File: src/pkg/fe_regs_pkg.sv
// Constants, field layout and write masks of the front-end register bank.
package fe_regs_pkg;

  // ---------------------------------------------------------------------------
  // Serial frame layout
  // ---------------------------------------------------------------------------
  localparam logic [4:0] ADDR_BITS  = 5'h08;
  localparam logic [4:0] FRAME_BITS = 5'h18;

  // ---------------------------------------------------------------------------
  // Register offsets
  // ---------------------------------------------------------------------------
  localparam logic [7:0] ADR_GLOBAL_CONTROL       = 8'h00;
  localparam logic [7:0] ADR_LINK_RATE_AND_POWER  = 8'h01;
  localparam logic [7:0] ADR_PATTERN_OFFSET_DELAY = 8'h02;
  localparam logic [7:0] ADR_SERIAL_RATE_GAIN_EN  = 8'h03;
  localparam logic [7:0] ADR_OFFSET_REMOVAL_PRBS  = 8'h04;
  localparam logic [7:0] ADR_CUSTOM_TEST_PATTERN  = 8'h05;
  localparam logic [7:0] ADR_OFFSET_RD_SELECT     = 8'h07;
  localparam logic [7:0] ADR_OFFSET_RD_VALUE      = 8'h08;
  localparam logic [7:0] ADR_DITHER_CONTROL       = 8'h0b;
  localparam logic [7:0] ADR_CH1_GAIN_OFFSET      = 8'h0d;
  localparam logic [7:0] ADR_CH1_OFFSET_SECOND    = 8'h0e;
  localparam logic [7:0] ADR_CH2_GAIN_OFFSET      = 8'h0f;

  // ---------------------------------------------------------------------------
  // Address ranges of the dies
  // ---------------------------------------------------------------------------
  localparam logic [7:0] ADC_ADR_LO  = 8'h01;
  localparam logic [7:0] ADC_ADR_HI  = 8'h3c;
  localparam logic [7:0] AMP_ADR_LO  = 8'hc0;
  localparam logic [7:0] AMP_ADR_HI  = 8'hcd;
  localparam logic [7:0] AMP2_OFFSET = 8'h10;

  // ---------------------------------------------------------------------------
  // Global control fields and reset values
  // ---------------------------------------------------------------------------
  localparam int         GC_SOFT_RESET_BIT = 0;
  localparam int         GC_READ_EN_BIT    = 1;
  localparam int         GC_SPLIT_BIT      = 2;
  localparam logic [15:0] REG_RESET_VAL    = 16'h0000;
  localparam int         RD_VALUE_BITS     = 14;

  // ---------------------------------------------------------------------------
  // Storable bits per converter register
  // ---------------------------------------------------------------------------
  localparam logic [15:0] MASK_LINK_RATE_AND_POWER  = 16'h4035;
  localparam logic [15:0] MASK_PATTERN_OFFSET_DELAY = 16'hffff;
  localparam logic [15:0] MASK_SERIAL_RATE_GAIN_EN  = 16'hf700;
  localparam logic [15:0] MASK_OFFSET_REMOVAL_PRBS  = 16'hfff3;
  localparam logic [15:0] MASK_CUSTOM_TEST_PATTERN  = 16'hffff;
  localparam logic [15:0] MASK_OFFSET_RD_SELECT     = 16'hf801;
  localparam logic [15:0] MASK_DITHER_CONTROL       = 16'h0800;
  localparam logic [15:0] MASK_CH_GAIN_OFFSET       = 16'hfbff;
  localparam logic [15:0] MASK_CH_OFFSET_SECOND     = 16'h03ff;

  function automatic logic [15:0] wr_mask(input logic [7:0] adr);
    case (adr)
      ADR_LINK_RATE_AND_POWER:  wr_mask = MASK_LINK_RATE_AND_POWER;
      ADR_PATTERN_OFFSET_DELAY: wr_mask = MASK_PATTERN_OFFSET_DELAY;
      ADR_SERIAL_RATE_GAIN_EN:  wr_mask = MASK_SERIAL_RATE_GAIN_EN;
      ADR_OFFSET_REMOVAL_PRBS:  wr_mask = MASK_OFFSET_REMOVAL_PRBS;
      ADR_CUSTOM_TEST_PATTERN:  wr_mask = MASK_CUSTOM_TEST_PATTERN;
      ADR_OFFSET_RD_SELECT:     wr_mask = MASK_OFFSET_RD_SELECT;
      ADR_DITHER_CONTROL:       wr_mask = MASK_DITHER_CONTROL;
      ADR_CH1_GAIN_OFFSET:      wr_mask = MASK_CH_GAIN_OFFSET;
      ADR_CH1_OFFSET_SECOND:    wr_mask = MASK_CH_OFFSET_SECOND;
      ADR_CH2_GAIN_OFFSET:      wr_mask = MASK_CH_GAIN_OFFSET;
      default:                  wr_mask = 16'h0000;
    endcase
  endfunction

endpackage

File: src/hw/serial_frame_rx.sv
// Serial frame receiver: address and data shift-in, readback shift-out.
`timescale 1ns/1ps
`default_nettype none

module serial_frame_rx (
  // Clock and reset
  input  wire logic        clk,
  input  wire logic        rst,
  // Serial pins
  input  wire logic        sclk,
  input  wire logic        sdata,
  input  wire logic        sen_n,
  output logic             sdout,
  // Frame results
  input  wire logic [15:0] rd_word,
  output logic             addr_done,
  output logic             frame_done,
  output logic [7:0]       addr,
  output logic [15:0]      data
);

  typedef struct packed {
    logic        sclk_q;
    logic [4:0]  cnt;
    logic [23:0] sr;
    logic [15:0] out_sr;
    logic        sdo;
    logic        addr_done;
    logic        frame_done;
    logic [7:0]  addr;
    logic [15:0] data;
  } rx_s;

  rx_s s_r;
  rx_s s_nxt;
  logic rise;
  logic fall;

  assign rise = sclk & ~s_r.sclk_q;
  assign fall = ~sclk & s_r.sclk_q;

  always_comb begin
    s_nxt            = s_r;
    s_nxt.sclk_q     = sclk;
    s_nxt.addr_done  = 1'b0;
    s_nxt.frame_done = 1'b0;
    if (s_r.addr_done) begin
      s_nxt.out_sr = rd_word;
      s_nxt.sdo    = rd_word[15];
    end
    if (sen_n) begin
      s_nxt.cnt = 5'h00;
      s_nxt.sdo = 1'b0;
    end else if (rise && s_r.cnt < fe_regs_pkg::FRAME_BITS) begin
      s_nxt.sr  = {s_r.sr[22:0], sdata};
      s_nxt.cnt = s_r.cnt + 5'h01;
      if (s_r.cnt == fe_regs_pkg::ADDR_BITS - 5'h01) begin
        s_nxt.addr_done = 1'b1;
        s_nxt.addr      = {s_r.sr[6:0], sdata};
      end
      if (s_r.cnt == fe_regs_pkg::FRAME_BITS - 5'h01) begin
        s_nxt.frame_done = 1'b1;
        s_nxt.data       = {s_r.sr[14:0], sdata};
      end
    end else if (fall && s_r.cnt > fe_regs_pkg::ADDR_BITS &&
                 s_r.cnt < fe_regs_pkg::FRAME_BITS) begin
      s_nxt.out_sr = {s_r.out_sr[14:0], 1'b0};
      s_nxt.sdo    = s_r.out_sr[14];
    end
  end

  always_ff @(posedge clk) begin
    if (rst) begin
      s_r <= '0;
    end else begin
      s_r <= s_nxt;
    end
  end

  assign sdout      = s_r.sdo;
  assign addr_done  = s_r.addr_done;
  assign frame_done = s_r.frame_done;
  assign addr       = s_r.addr;
  assign data       = s_r.data;
endmodule

`default_nettype wire

File: src/hw/amp_die_decode.sv
// Write decode for the two amplifier dies, shared or split address range.
`timescale 1ns/1ps
`default_nettype none

module amp_die_decode #(
  parameter logic [7:0] OFFSET = fe_regs_pkg::AMP2_OFFSET
) (
  // Clock and reset
  input  wire logic        clk,
  input  wire logic        rst,
  // Decoded frame
  input  wire logic        wr,
  input  wire logic [7:0]  addr,
  input  wire logic [15:0] data,
  input  wire logic        split,
  // Die write strobes
  output logic             wr1,
  output logic             wr2,
  output logic [7:0]       addr_o,
  output logic [15:0]      data_o
);

  typedef struct packed {
    logic        wr1;
    logic        wr2;
    logic [7:0]  addr;
    logic [15:0] data;
  } dec_s;

  dec_s s_r;
  dec_s s_nxt;
  logic in_shared;
  logic in_upper;

  assign in_shared = addr >= fe_regs_pkg::AMP_ADR_LO && addr <= fe_regs_pkg::AMP_ADR_HI;
  assign in_upper  = addr >= fe_regs_pkg::AMP_ADR_LO + OFFSET &&
                     addr <= fe_regs_pkg::AMP_ADR_HI + OFFSET;

  always_comb begin
    s_nxt     = s_r;
    s_nxt.wr1 = 1'b0;
    s_nxt.wr2 = 1'b0;
    if (wr) begin
      if (!split && in_shared) begin
        s_nxt.wr1  = 1'b1;
        s_nxt.wr2  = 1'b1;
        s_nxt.addr = addr;
        s_nxt.data = data;
      end else if (split && in_shared) begin
        s_nxt.wr1  = 1'b1;
        s_nxt.addr = addr;
        s_nxt.data = data;
      end else if (split && in_upper) begin
        s_nxt.wr2  = 1'b1;
        s_nxt.addr = addr - OFFSET;
        s_nxt.data = data;
      end
    end
  end

  always_ff @(posedge clk) begin
    if (rst) begin
      s_r <= '0;
    end else begin
      s_r <= s_nxt;
    end
  end

  assign wr1    = s_r.wr1;
  assign wr2    = s_r.wr2;
  assign addr_o = s_r.addr;
  assign data_o = s_r.data;

endmodule

`default_nettype wire

File: src/hw/frontend_regs.sv
// Serially programmed global and converter register bank of the front end.
`timescale 1ns/1ps
`default_nettype none

// What this block does
// - Global control is write-only; only its low three bits act, upper bits ignored.
// - Split bit clear shares amplifier range; set separates the two dies.
// - Global bit 1 enables register readout; clearing it disables readout.
// - Writing one to global bit 0 returns the whole bank to reset.
// - The soft reset bit clears itself; it is never held.
// - Every programmable bit comes out of reset as zero.
// - Converter decodes addresses 1 to 60 as its own.
// - With split clear both amplifier dies take every write to 192..205.
// - Reset pin pulse clears all registers to zero at initialization.
module frontend_regs #(
  parameter logic [7:0] AMP2_OFFSET = fe_regs_pkg::AMP2_OFFSET
) (
  // Clock and reset
  input  wire logic        CLK_SYS,
  input  wire logic        RST,
  // Serial interface
  input  wire logic        SCLK,
  input  wire logic        SDATA,
  input  wire logic        SEN_N,
  output logic             SDOUT,
  // Offset readback source
  input  wire logic [13:0] OFFSET_VAL,
  // Global control state
  output logic             AMP_SPLIT,
  output logic             READ_EN,
  output logic             SOFT_RESET,
  // Converter configuration
  output logic [15:0]      LINK_RATE_AND_POWER,
  output logic [15:0]      PATTERN_AND_OFFSET_DELAY,
  output logic [15:0]      SERIAL_RATE_GAIN_ENABLE,
  output logic [15:0]      OFFSET_REMOVAL_PRBS_CONFIG,
  output logic [15:0]      CUSTOM_TEST_PATTERN,
  output logic [15:0]      OFFSET_READBACK_SELECT,
  output logic [15:0]      DITHER_CONTROL,
  output logic [15:0]      CH1_GAIN_OFFSET,
  output logic [15:0]      CH1_OFFSET_SECOND,
  output logic [15:0]      CH2_GAIN_OFFSET,
  // Amplifier die writes
  output logic             AMP1_WR,
  output logic             AMP2_WR,
  output logic [7:0]       AMP_ADDR,
  output logic [15:0]      AMP_DATA
);

  // ---------------------------------------------------------------------------
  // State
  // ---------------------------------------------------------------------------
  typedef struct packed {
    logic              read_en;
    logic              split;
    logic              soft_pulse;
    logic [15:0][15:0] regs;
  } bank_s;

  bank_s        s_r;
  bank_s        s_nxt;
  logic         addr_done;
  logic         frame_done;
  logic [7:0]   rx_addr;
  logic [15:0]  rx_data;
  logic [15:0]  rd_word;
  logic         adc_hit;
  logic         amp_rst;

  // ---------------------------------------------------------------------------
  // Serial frame receiver
  // ---------------------------------------------------------------------------
  serial_frame_rx u_rx (
    .clk        (CLK_SYS),
    .rst        (RST),
    .sclk       (SCLK),
    .sdata      (SDATA),
    .sen_n      (SEN_N),
    .sdout      (SDOUT),
    .rd_word    (rd_word),
    .addr_done  (addr_done),
    .frame_done (frame_done),
    .addr       (rx_addr),
    .data       (rx_data)
  );

  // ---------------------------------------------------------------------------
  // Address decode and readback
  // ---------------------------------------------------------------------------
  assign adc_hit = rx_addr >= fe_regs_pkg::ADC_ADR_LO &&
                   rx_addr <= fe_regs_pkg::ADC_ADR_HI;

  // Readback returns zero unless readout is enabled; the global word reads as zero.
  always_comb begin
    rd_word = 16'h0000;
    if (s_r.read_en && adc_hit) begin
      if (rx_addr == fe_regs_pkg::ADR_OFFSET_RD_VALUE) begin
        rd_word = {2'b00, OFFSET_VAL};
      end else if (rx_addr[7:4] == 4'h0) begin
        rd_word = s_r.regs[rx_addr[3:0]] & fe_regs_pkg::wr_mask(rx_addr);
      end
    end
  end

  // ---------------------------------------------------------------------------
  // Register writes
  // ---------------------------------------------------------------------------
  always_comb begin
    s_nxt            = s_r;
    s_nxt.soft_pulse = 1'b0;
    if (frame_done) begin
      if (rx_addr == fe_regs_pkg::ADR_GLOBAL_CONTROL) begin
        if (rx_data[fe_regs_pkg::GC_SOFT_RESET_BIT]) begin
          s_nxt            = '0;
          s_nxt.soft_pulse = 1'b1;
        end else begin
          s_nxt.read_en = rx_data[fe_regs_pkg::GC_READ_EN_BIT];
          s_nxt.split   = rx_data[fe_regs_pkg::GC_SPLIT_BIT];
        end
      end else if (adc_hit && !s_r.read_en && rx_addr[7:4] == 4'h0) begin
        // In readout mode a converter frame is a read and leaves the bank untouched.
        s_nxt.regs[rx_addr[3:0]] = rx_data & fe_regs_pkg::wr_mask(rx_addr);
      end
    end
  end

  always_ff @(posedge CLK_SYS) begin
    if (RST) begin
      s_r <= '0;
    end else begin
      s_r <= s_nxt;
    end
  end

  // ---------------------------------------------------------------------------
  // Amplifier die write decode
  // ---------------------------------------------------------------------------
  // The decoder is cleared one cycle after the bank, so a soft reset also drops
  // any amplifier strobe and the held amplifier address and data.
  assign amp_rst = RST | s_r.soft_pulse;

  amp_die_decode #(
    .OFFSET (AMP2_OFFSET)
  ) u_amp (
    .clk    (CLK_SYS),
    .rst    (amp_rst),
    .wr     (frame_done),
    .addr   (rx_addr),
    .data   (rx_data),
    .split  (s_r.split),
    .wr1    (AMP1_WR),
    .wr2    (AMP2_WR),
    .addr_o (AMP_ADDR),
    .data_o (AMP_DATA)
  );

  // ---------------------------------------------------------------------------
  // Outputs
  // ---------------------------------------------------------------------------
  assign AMP_SPLIT                  = s_r.split;
  assign READ_EN                    = s_r.read_en;
  assign SOFT_RESET                 = s_r.soft_pulse;
  assign LINK_RATE_AND_POWER        = s_r.regs[4'h1];
  assign PATTERN_AND_OFFSET_DELAY   = s_r.regs[4'h2];
  assign SERIAL_RATE_GAIN_ENABLE    = s_r.regs[4'h3];
  assign OFFSET_REMOVAL_PRBS_CONFIG = s_r.regs[4'h4];
  assign CUSTOM_TEST_PATTERN        = s_r.regs[4'h5];
  assign OFFSET_READBACK_SELECT     = s_r.regs[4'h7];
  assign DITHER_CONTROL             = s_r.regs[4'hb];
  assign CH1_GAIN_OFFSET            = s_r.regs[4'hd];
  assign CH1_OFFSET_SECOND          = s_r.regs[4'he];
  assign CH2_GAIN_OFFSET            = s_r.regs[4'hf];
endmodule

`default_nettype wire

File: config.mk
export PLATFORM = sky130hd
export DESIGN_NAME = frontend_regs
export DESIGN_NICKNAME = d
export VERILOG_FILES = /design/src/pkg/fe_regs_pkg.sv /design/src/hw/serial_frame_rx.sv /design/src/hw/amp_die_decode.sv /design/src/hw/frontend_regs.sv
export SDC_FILE = /design/constraint.sdc
export NUM_CORES = 1
export LEC_CHECK = 0
export BUFFER_PORTS_ARGS = -buffer_cell sky130_fd_sc_hd__buf_2
export CAP_MARGIN = 10
export CORE_MARGIN = 10
export CORE_UTILIZATION = 55
export CTS_CLUSTER_SIZE = 30
export DETAILED_ROUTE_END_ITERATION = 10
export PLACE_DENSITY = 0.81
export SETUP_SLACK_MARGIN = 0.05
export SYNTH_ARGS = -nofsm -noshare
export SYNTH_HDL_FRONTEND = slang
export SYNTH_SLANG_ARGS = --single-unit
File: constraint.sdc
create_clock -name CLK_SYS -period 6.7 [get_ports CLK_SYS]
set_input_delay 1.005 -clock CLK_SYS [delete_from_list [all_inputs] [get_ports CLK_SYS]]
set_output_delay 1.005 -clock CLK_SYS [all_outputs]
set_load 0.02 [all_outputs]
# Word-level counts from Yosys, hierarchy flattened
# Memory sizes are Yosys's and may differ from the RTL's. A register that Yosys moved wholly into a read port is not among the register bits.
# Index checks and enable logic that the tools add are counted.
# word_totals
out_inout_bits,190
latchBits,0
ff_bits,349
ram_bits,0
n_memories,2
input_bits,19
romBits,512
# classes
n_div,0
bitwise_logic,11
shifts,0
n_mul,0
mux,34
eq_ne,4
n_lt_le_gt_ge,10
reduce_logical,29
addsub,2
# mem_list
name,depth,width,read_ports,rd_clocked_by_memory_dff,wr,line,source
(no name shown),16,16,1,1,0,fe_regs_pkg.sv:58,case (adr)
(no name shown),16,16,1,1,0,fe_regs_pkg.sv:58,
# op_table
cell,n
2-to-1 mux 256 bit,2
2-to-1 mux 257 bit,1
bitwise mux 256 bit,1
2-to-1 mux 16 bit,13
binary-select mux 16 bit (select 4 bit),1
demux 16 bit (select 4 bit),1
2-to-1 mux 17 bit,3
bitwise AND 16 bit,2
2-to-1 mux 26 bit,1
2-to-1 mux 25 bit,1
2-to-1 mux 24 bit,1
>= comparator 8 bit (second input constant),2
<= comparator 8 bit (second input constant),2
2-to-1 mux 4 bit,4
logical AND 1 bit,13
AND reduction 3 bit,3
equality test 8 x 4 -> 1 bit (second input constant),1
>= comparator 8 x 1 -> 1 bit (second input constant),1
<= comparator 8 x 6 -> 1 bit (second input constant),1
zero test 8 bit,1
subtractor 8 x 5 -> 8 bit (second input constant),1
NOT 1 bit,6
AND reduction 2 bit,3
OR reduction 3 bit,2
17 further kinds,23

# Depth between registers and ports, before layout
# logic_depth
depth_word,12
mapped_depth,11
depth_no_buf,10

# Cells and area by module
# Synthesis repeated with hierarchy kept, for this count alone.
# hier_totals
hier_cells,1530
hier_area_um2,15563.7
# modules_own_cells
mod,cells_per_inst,n_inst,area_per_inst_um2
frontend_regs,1104,1,11514.8
serial_frame_rx,293,1,2822.7
amp_die_decode,133,1,1226.2

# Worst setup path before layout
# No wires, ideal clock.
# synth_path
path_kind,input -> register
from,in SEN_N
to,reg (tool-made name)
arrival_ns,2.817
cell_stages,9
setup_slack_ns,3.754
setup_ns,0.129
required_ns,6.571
cell_sequence,nor4b_1 nand2_1 buf_1 mux2i_1 nor2_1 inv_1 ha_1 o21ai_0 a31oi_1
# synth_rtl
item,line,source
"start, declared",frontend_regs.sv:24,"input wire logic SEN_N,"

# Worst setup path after layout
# layout_path
from,"reg u_rx.s_r, in the netlist u_rx.addr[1]"
to,reg s_r[140] (netlist bit)
# layout_via
elab_chain_len,7
word_cells_on_any_way,17
# layout_lines
item,line,source
"start, declared",serial_frame_rx.sv:34,rx_s s_r;
"start signal, assigned",serial_frame_rx.sv:76,s_r <= s_nxt;
less-than comparator 4 x 5 -> 1 bit (not written as such) / >= comparator 4 x 1 -> 1 bit (equally long branches),frontend_regs.sv:122,s_nxt.regs[rx_addr[3:0]] = rx_data & fe_regs_pkg::wr_mask(rx_addr);
logical AND 1 bit (not written as such),frontend_regs.sv:122,
2-to-1 mux 16 bit (not written as such),frontend_regs.sv:122,
demux 16 bit (select 4 bit),frontend_regs.sv:122,
bitwise mux 256 bit,frontend_regs.sv:122,
2-to-1 mux 256 bit,frontend_regs.sv:120,end else if (adc_hit && !s_r.read_en && rx_addr[7:4] == 4'h0) begin
2-to-1 mux 256 bit,frontend_regs.sv:112,if (rx_addr == fe_regs_pkg::ADR_GLOBAL_CONTROL) begin
"end signal, assigned",frontend_regs.sv:131,s_r <= s_nxt;
"end, declared",frontend_regs.sv:60,bank_s s_r;
# Parallel ways exist; a longest one is shown, timed or not. The select of a mux whose other input is x is not followed.
# A chain may end at the register's enable or synchronous reset.

==> results_dict.tcl <==
set metrics [dict create \
    clockBufferDepth 3 \
    regToRegEndpoint "s_r[140]" \
    drtIter0Drc 1721 \
    setup_viol 0 \
    synth_async_sr_flop_share_pct 0 \
    drv_cap 0 \
    tightest_slew_ns 1.07 \
    synthAdderAreaFrac_pct 0.862 \
    drc_errors 0 \
    crit_type "reg2reg" \
    syn_area_um2 16000 \
    cts_tree "built" \
    syn_area_per_cell_um2 10.0 \
    path_common_cell "buf_4" \
    finalHoldViolCount 0 \
    vias 13300 \
    slew_headroom_pct 28.8 \
    cp.arrival_ns 3.91 \
    worstPathRequired_ns 7.17 \
    mostFrequentLayoutCell "dfxtp_1" \
    synth_enable_flop_cells 0 \
    synthMuxAreaShare_pct 10.5 \
    yosys.area.top_type_share_pct 44.9 \
    yosys_warnings 0 \
    hold_slack_ns 0.443 \
    place_inst 1940 \
    htreeDepth 2 \
    grt_pass1_vias 12900 \
    finalWorstSetupSlack_ns 3.27 \
    synth_simple_gate_area_share_pct 12.4 \
    via_per_inst 6.60 \
    start_util_pct 55.6 \
    setup_tns_ns 0 \
    insertion_delay_ns 0.54 \
    rsz0062_at_grt "no" \
    chipHeight_um 190 \
    nets 1626 \
    post_cts_buffers 0 \
    reg2reg_slack_ns 3.27 \
    final_max_slew_viol_count 0 \
    power_leakage_nw 6.53 \
    hp-start "u_amp.addr_o[7]" \
    holdPathStages 2 \
    path_cells "buf_4 -> buf_4 -> nor2_1 -> nand2_1 -> o21ai_0 -> a21oi_2 -> a22o_1" \
    netlist_instances 1592 \
    vdd_ir_drop_max_uv 152 \
    yosysUniqueCellTypes 65 \
    synth_xor_area_share_pct 0.165 \
    dr.pass1.iters 6 \
    min_to "u_amp.addr_o[7]" \
    track_usage_pct 27.3 \
    power_mw 4.39 \
    final_cell_mix "dfxtp_1, buf_2, nand2_1" \
    crit_path_start_kind "flop" \
    coreArea_um2 28700 \
    cts.sinks 358 \
    fin_crit_ns 3.43 \
    stdcell_count 2008 \
    drt_wl_total_mm 51.3 \
    antenna_found_initial 0 \
    synthToLayoutAreaGrowth_pct 8.03 \
    numCtsBuffers 37 \
    die_x_um 190 \
    wl_per_cell_um 25.6 \
    ys_seq_elements 358 \
    critPathCaptureType "flop" \
    r2r_cells 7 \
    yosysSeqAreaShare_pct 44.9 \
    pre_cts_slack_ns 3.16 \
    status "completed" \
    n_antenna_cell 0 \
    slowest_stage "buf_4" \
    drive_above_1_share_pct 22.5 \
    synthesis.nets 1622 \
    clock.fmax_ghz 0.291 \
    hold_buffers 0 \
    ant_nets 0 \
    grt_start_max_net_pins 80 \
    die_area_um2 36200 \
    synthTopCellsByArea "dfxtp_1, buf_4, o2bb2ai_1" \
    hp-class "reg2reg" \
    ys.flop_type "dfxtp_1" \
    synth_top_family_by_area "compound AO/OA/AOI/OAI gates" \
    grt-ovfl-total 0 \
    grt_first_pass_wirelength_mm 78.2 \
    rr_startpoint "u_rx.addr[1]" \
    synth_compound_area_share_pct 20.2 \
    min_period_over_period_pct 51.2 \
    cts-root-buf "clkbuf_16" \
    slowest_delay_ns 0.69 \
    cts-resized-gates 0 \
    dp_hpwl_mm 36.4 \
    synth_top_area_cell "dfxtp_1" \
    io_pins 209 \
    gp_congestion 0.989 \
    pwr_density_cell_nw_per_um2 255 \
    core.rowCount 62 \
    portBuffers 208 \
    path_max_fanout 44 \
    clk_pin_slew_ns 0.06 \
    n_fill_cell 2369 \
    fin_skew_ns 0.0210 \
]
-- power breakdown --
part	total (mW)	switching [mW]	internal, mW
clock network	2.19	0.867	1.32
registers	2.13	0.00140	2.13
logic	0.0770	0.0612	0.0157
-- critical path, delay by kind of cell (launching register included) --
| family | cells | cell delay [ns] |
|---|---|---|
| DFF | 1 | 0.59 |
| AOI/OAI and AO/OA | 3 | 1.07 |
| and+or+nand+nor | 2 | 0.36 |
| buffers and inverters | 2 | 1.33 |
-- synth_stat cells (5+ instances only) --
master     instances
a41oi_1            9
or2_2              6
nand2b_1          10
and3_1            16
a211oi_1           7
ha_1              11
o21ai_0           63
inv_1             15
mux2_2             5
nand3_1           67
mux2i_1           58
a22oi_1           17
buf_1              9
clkbuf_1          39
o22ai_1            5
nand2_1          152
o221ai_1          11
a22o_1            76
dfxtp_1          358
a21oi_1           60
nand4_1           14
nor2_1            64
and2_1            22
nor3_1             7
buf_2             41
a31oi_1           10
nor2b_1           20
buf_4            168
o2bb2ai_1        142
mux4_2            46
-- routing by layer --
metal / track usage, % / routed length, um / vias to the layer above
met5: 0 / 0 / -
met4: 14.8 / 2950 / 0
met3: 7.75 / 6420 / 187
met2: 40.5 / 22000 / 968
met1: 35.2 / 20000 / 6379
li1: - / - / 5725
-- cells by family after synthesis --
| family | count (synthesis) |
|---|---|
| flip-flops | 358 |
| AO/OA/AOI/OAI | 428 |
| AND/OR/NAND/NOR | 406 |
| XOR/XNOR | 3 |
| adder cells (fa/ha/maj) | 11 |
| buffers and inverters | 277 |
| multiplexers | 109 |
-- sequential cells by signal, indices dropped and copies added (netlist names), 8 cells and up, named ones only --
| register | cells |
|---|---|
| CH1_GAIN_OFFSET | 16 |
| CUSTOM_TEST_PATTERN | 16 |
| OFFSET_REMOVAL_PRBS_CONFIG | 16 |
| DITHER_CONTROL | 16 |
| OFFSET_READBACK_SELECT | 16 |
| CH1_OFFSET_SECOND | 16 |
| PATTERN_AND_OFFSET_DELAY | 16 |
| u_rx.addr | 8 |
| s_r | 96 |
| CH2_GAIN_OFFSET | 16 |
| SERIAL_RATE_GAIN_ENABLE | 16 |
| LINK_RATE_AND_POWER | 16 |
| u_amp.addr_o | 8 |
| u_amp.data_o | 16 |
| u_rx.s_r | 36 |
| u_rx.data | 16 |
-- per-stage QoR --
stage | utilization (%) | instance area (um^2)
5_1_grt | 60.1 | 17200
2_1_floorplan | - | 16000
4_1_cts | 60.0 | 17200
3_5_place_dp | 55.5 | 15900
3_3_place_gp | 55.5 | 15900
6_report | 60.1 | 17200
-- final cells by class --
| cell class | instances | area [um^2] | share of cell area, % |
|---|---|---|---|
| Multi-Input combinational cell | 957 | 7050 | 40.9 |
| Clock inverter | 13 | 173 | 1.00 |
| Inverter | 16 | 60.1 | 0.348 |
| Sequential cell | 358 | 7170 | 41.6 |
| Tap cell | 384 | 480 | 2.79 |
| Clock buffer | 54 | 1120 | 6.51 |
| Timing Repair Buffer | 226 | 1180 | 6.82 |
-- how the worst max path moves through the flow --
stage                         end         start  slack [ns]  depth (start not counted)
finish                   s_r[140]  u_rx.addr[1]        3.27                          7
global route             s_r[129]  u_rx.addr[1]        3.13                          7
CTS                      s_r[129]  u_rx.addr[1]        3.27                          7
detailed placement  u_rx.data[12]          SCLK        3.16                          6
global placement             flop         SEN_N        3.31                          9
floorplan                    flop         SEN_N        3.75                          9
(Power assumes the default switching activity.)
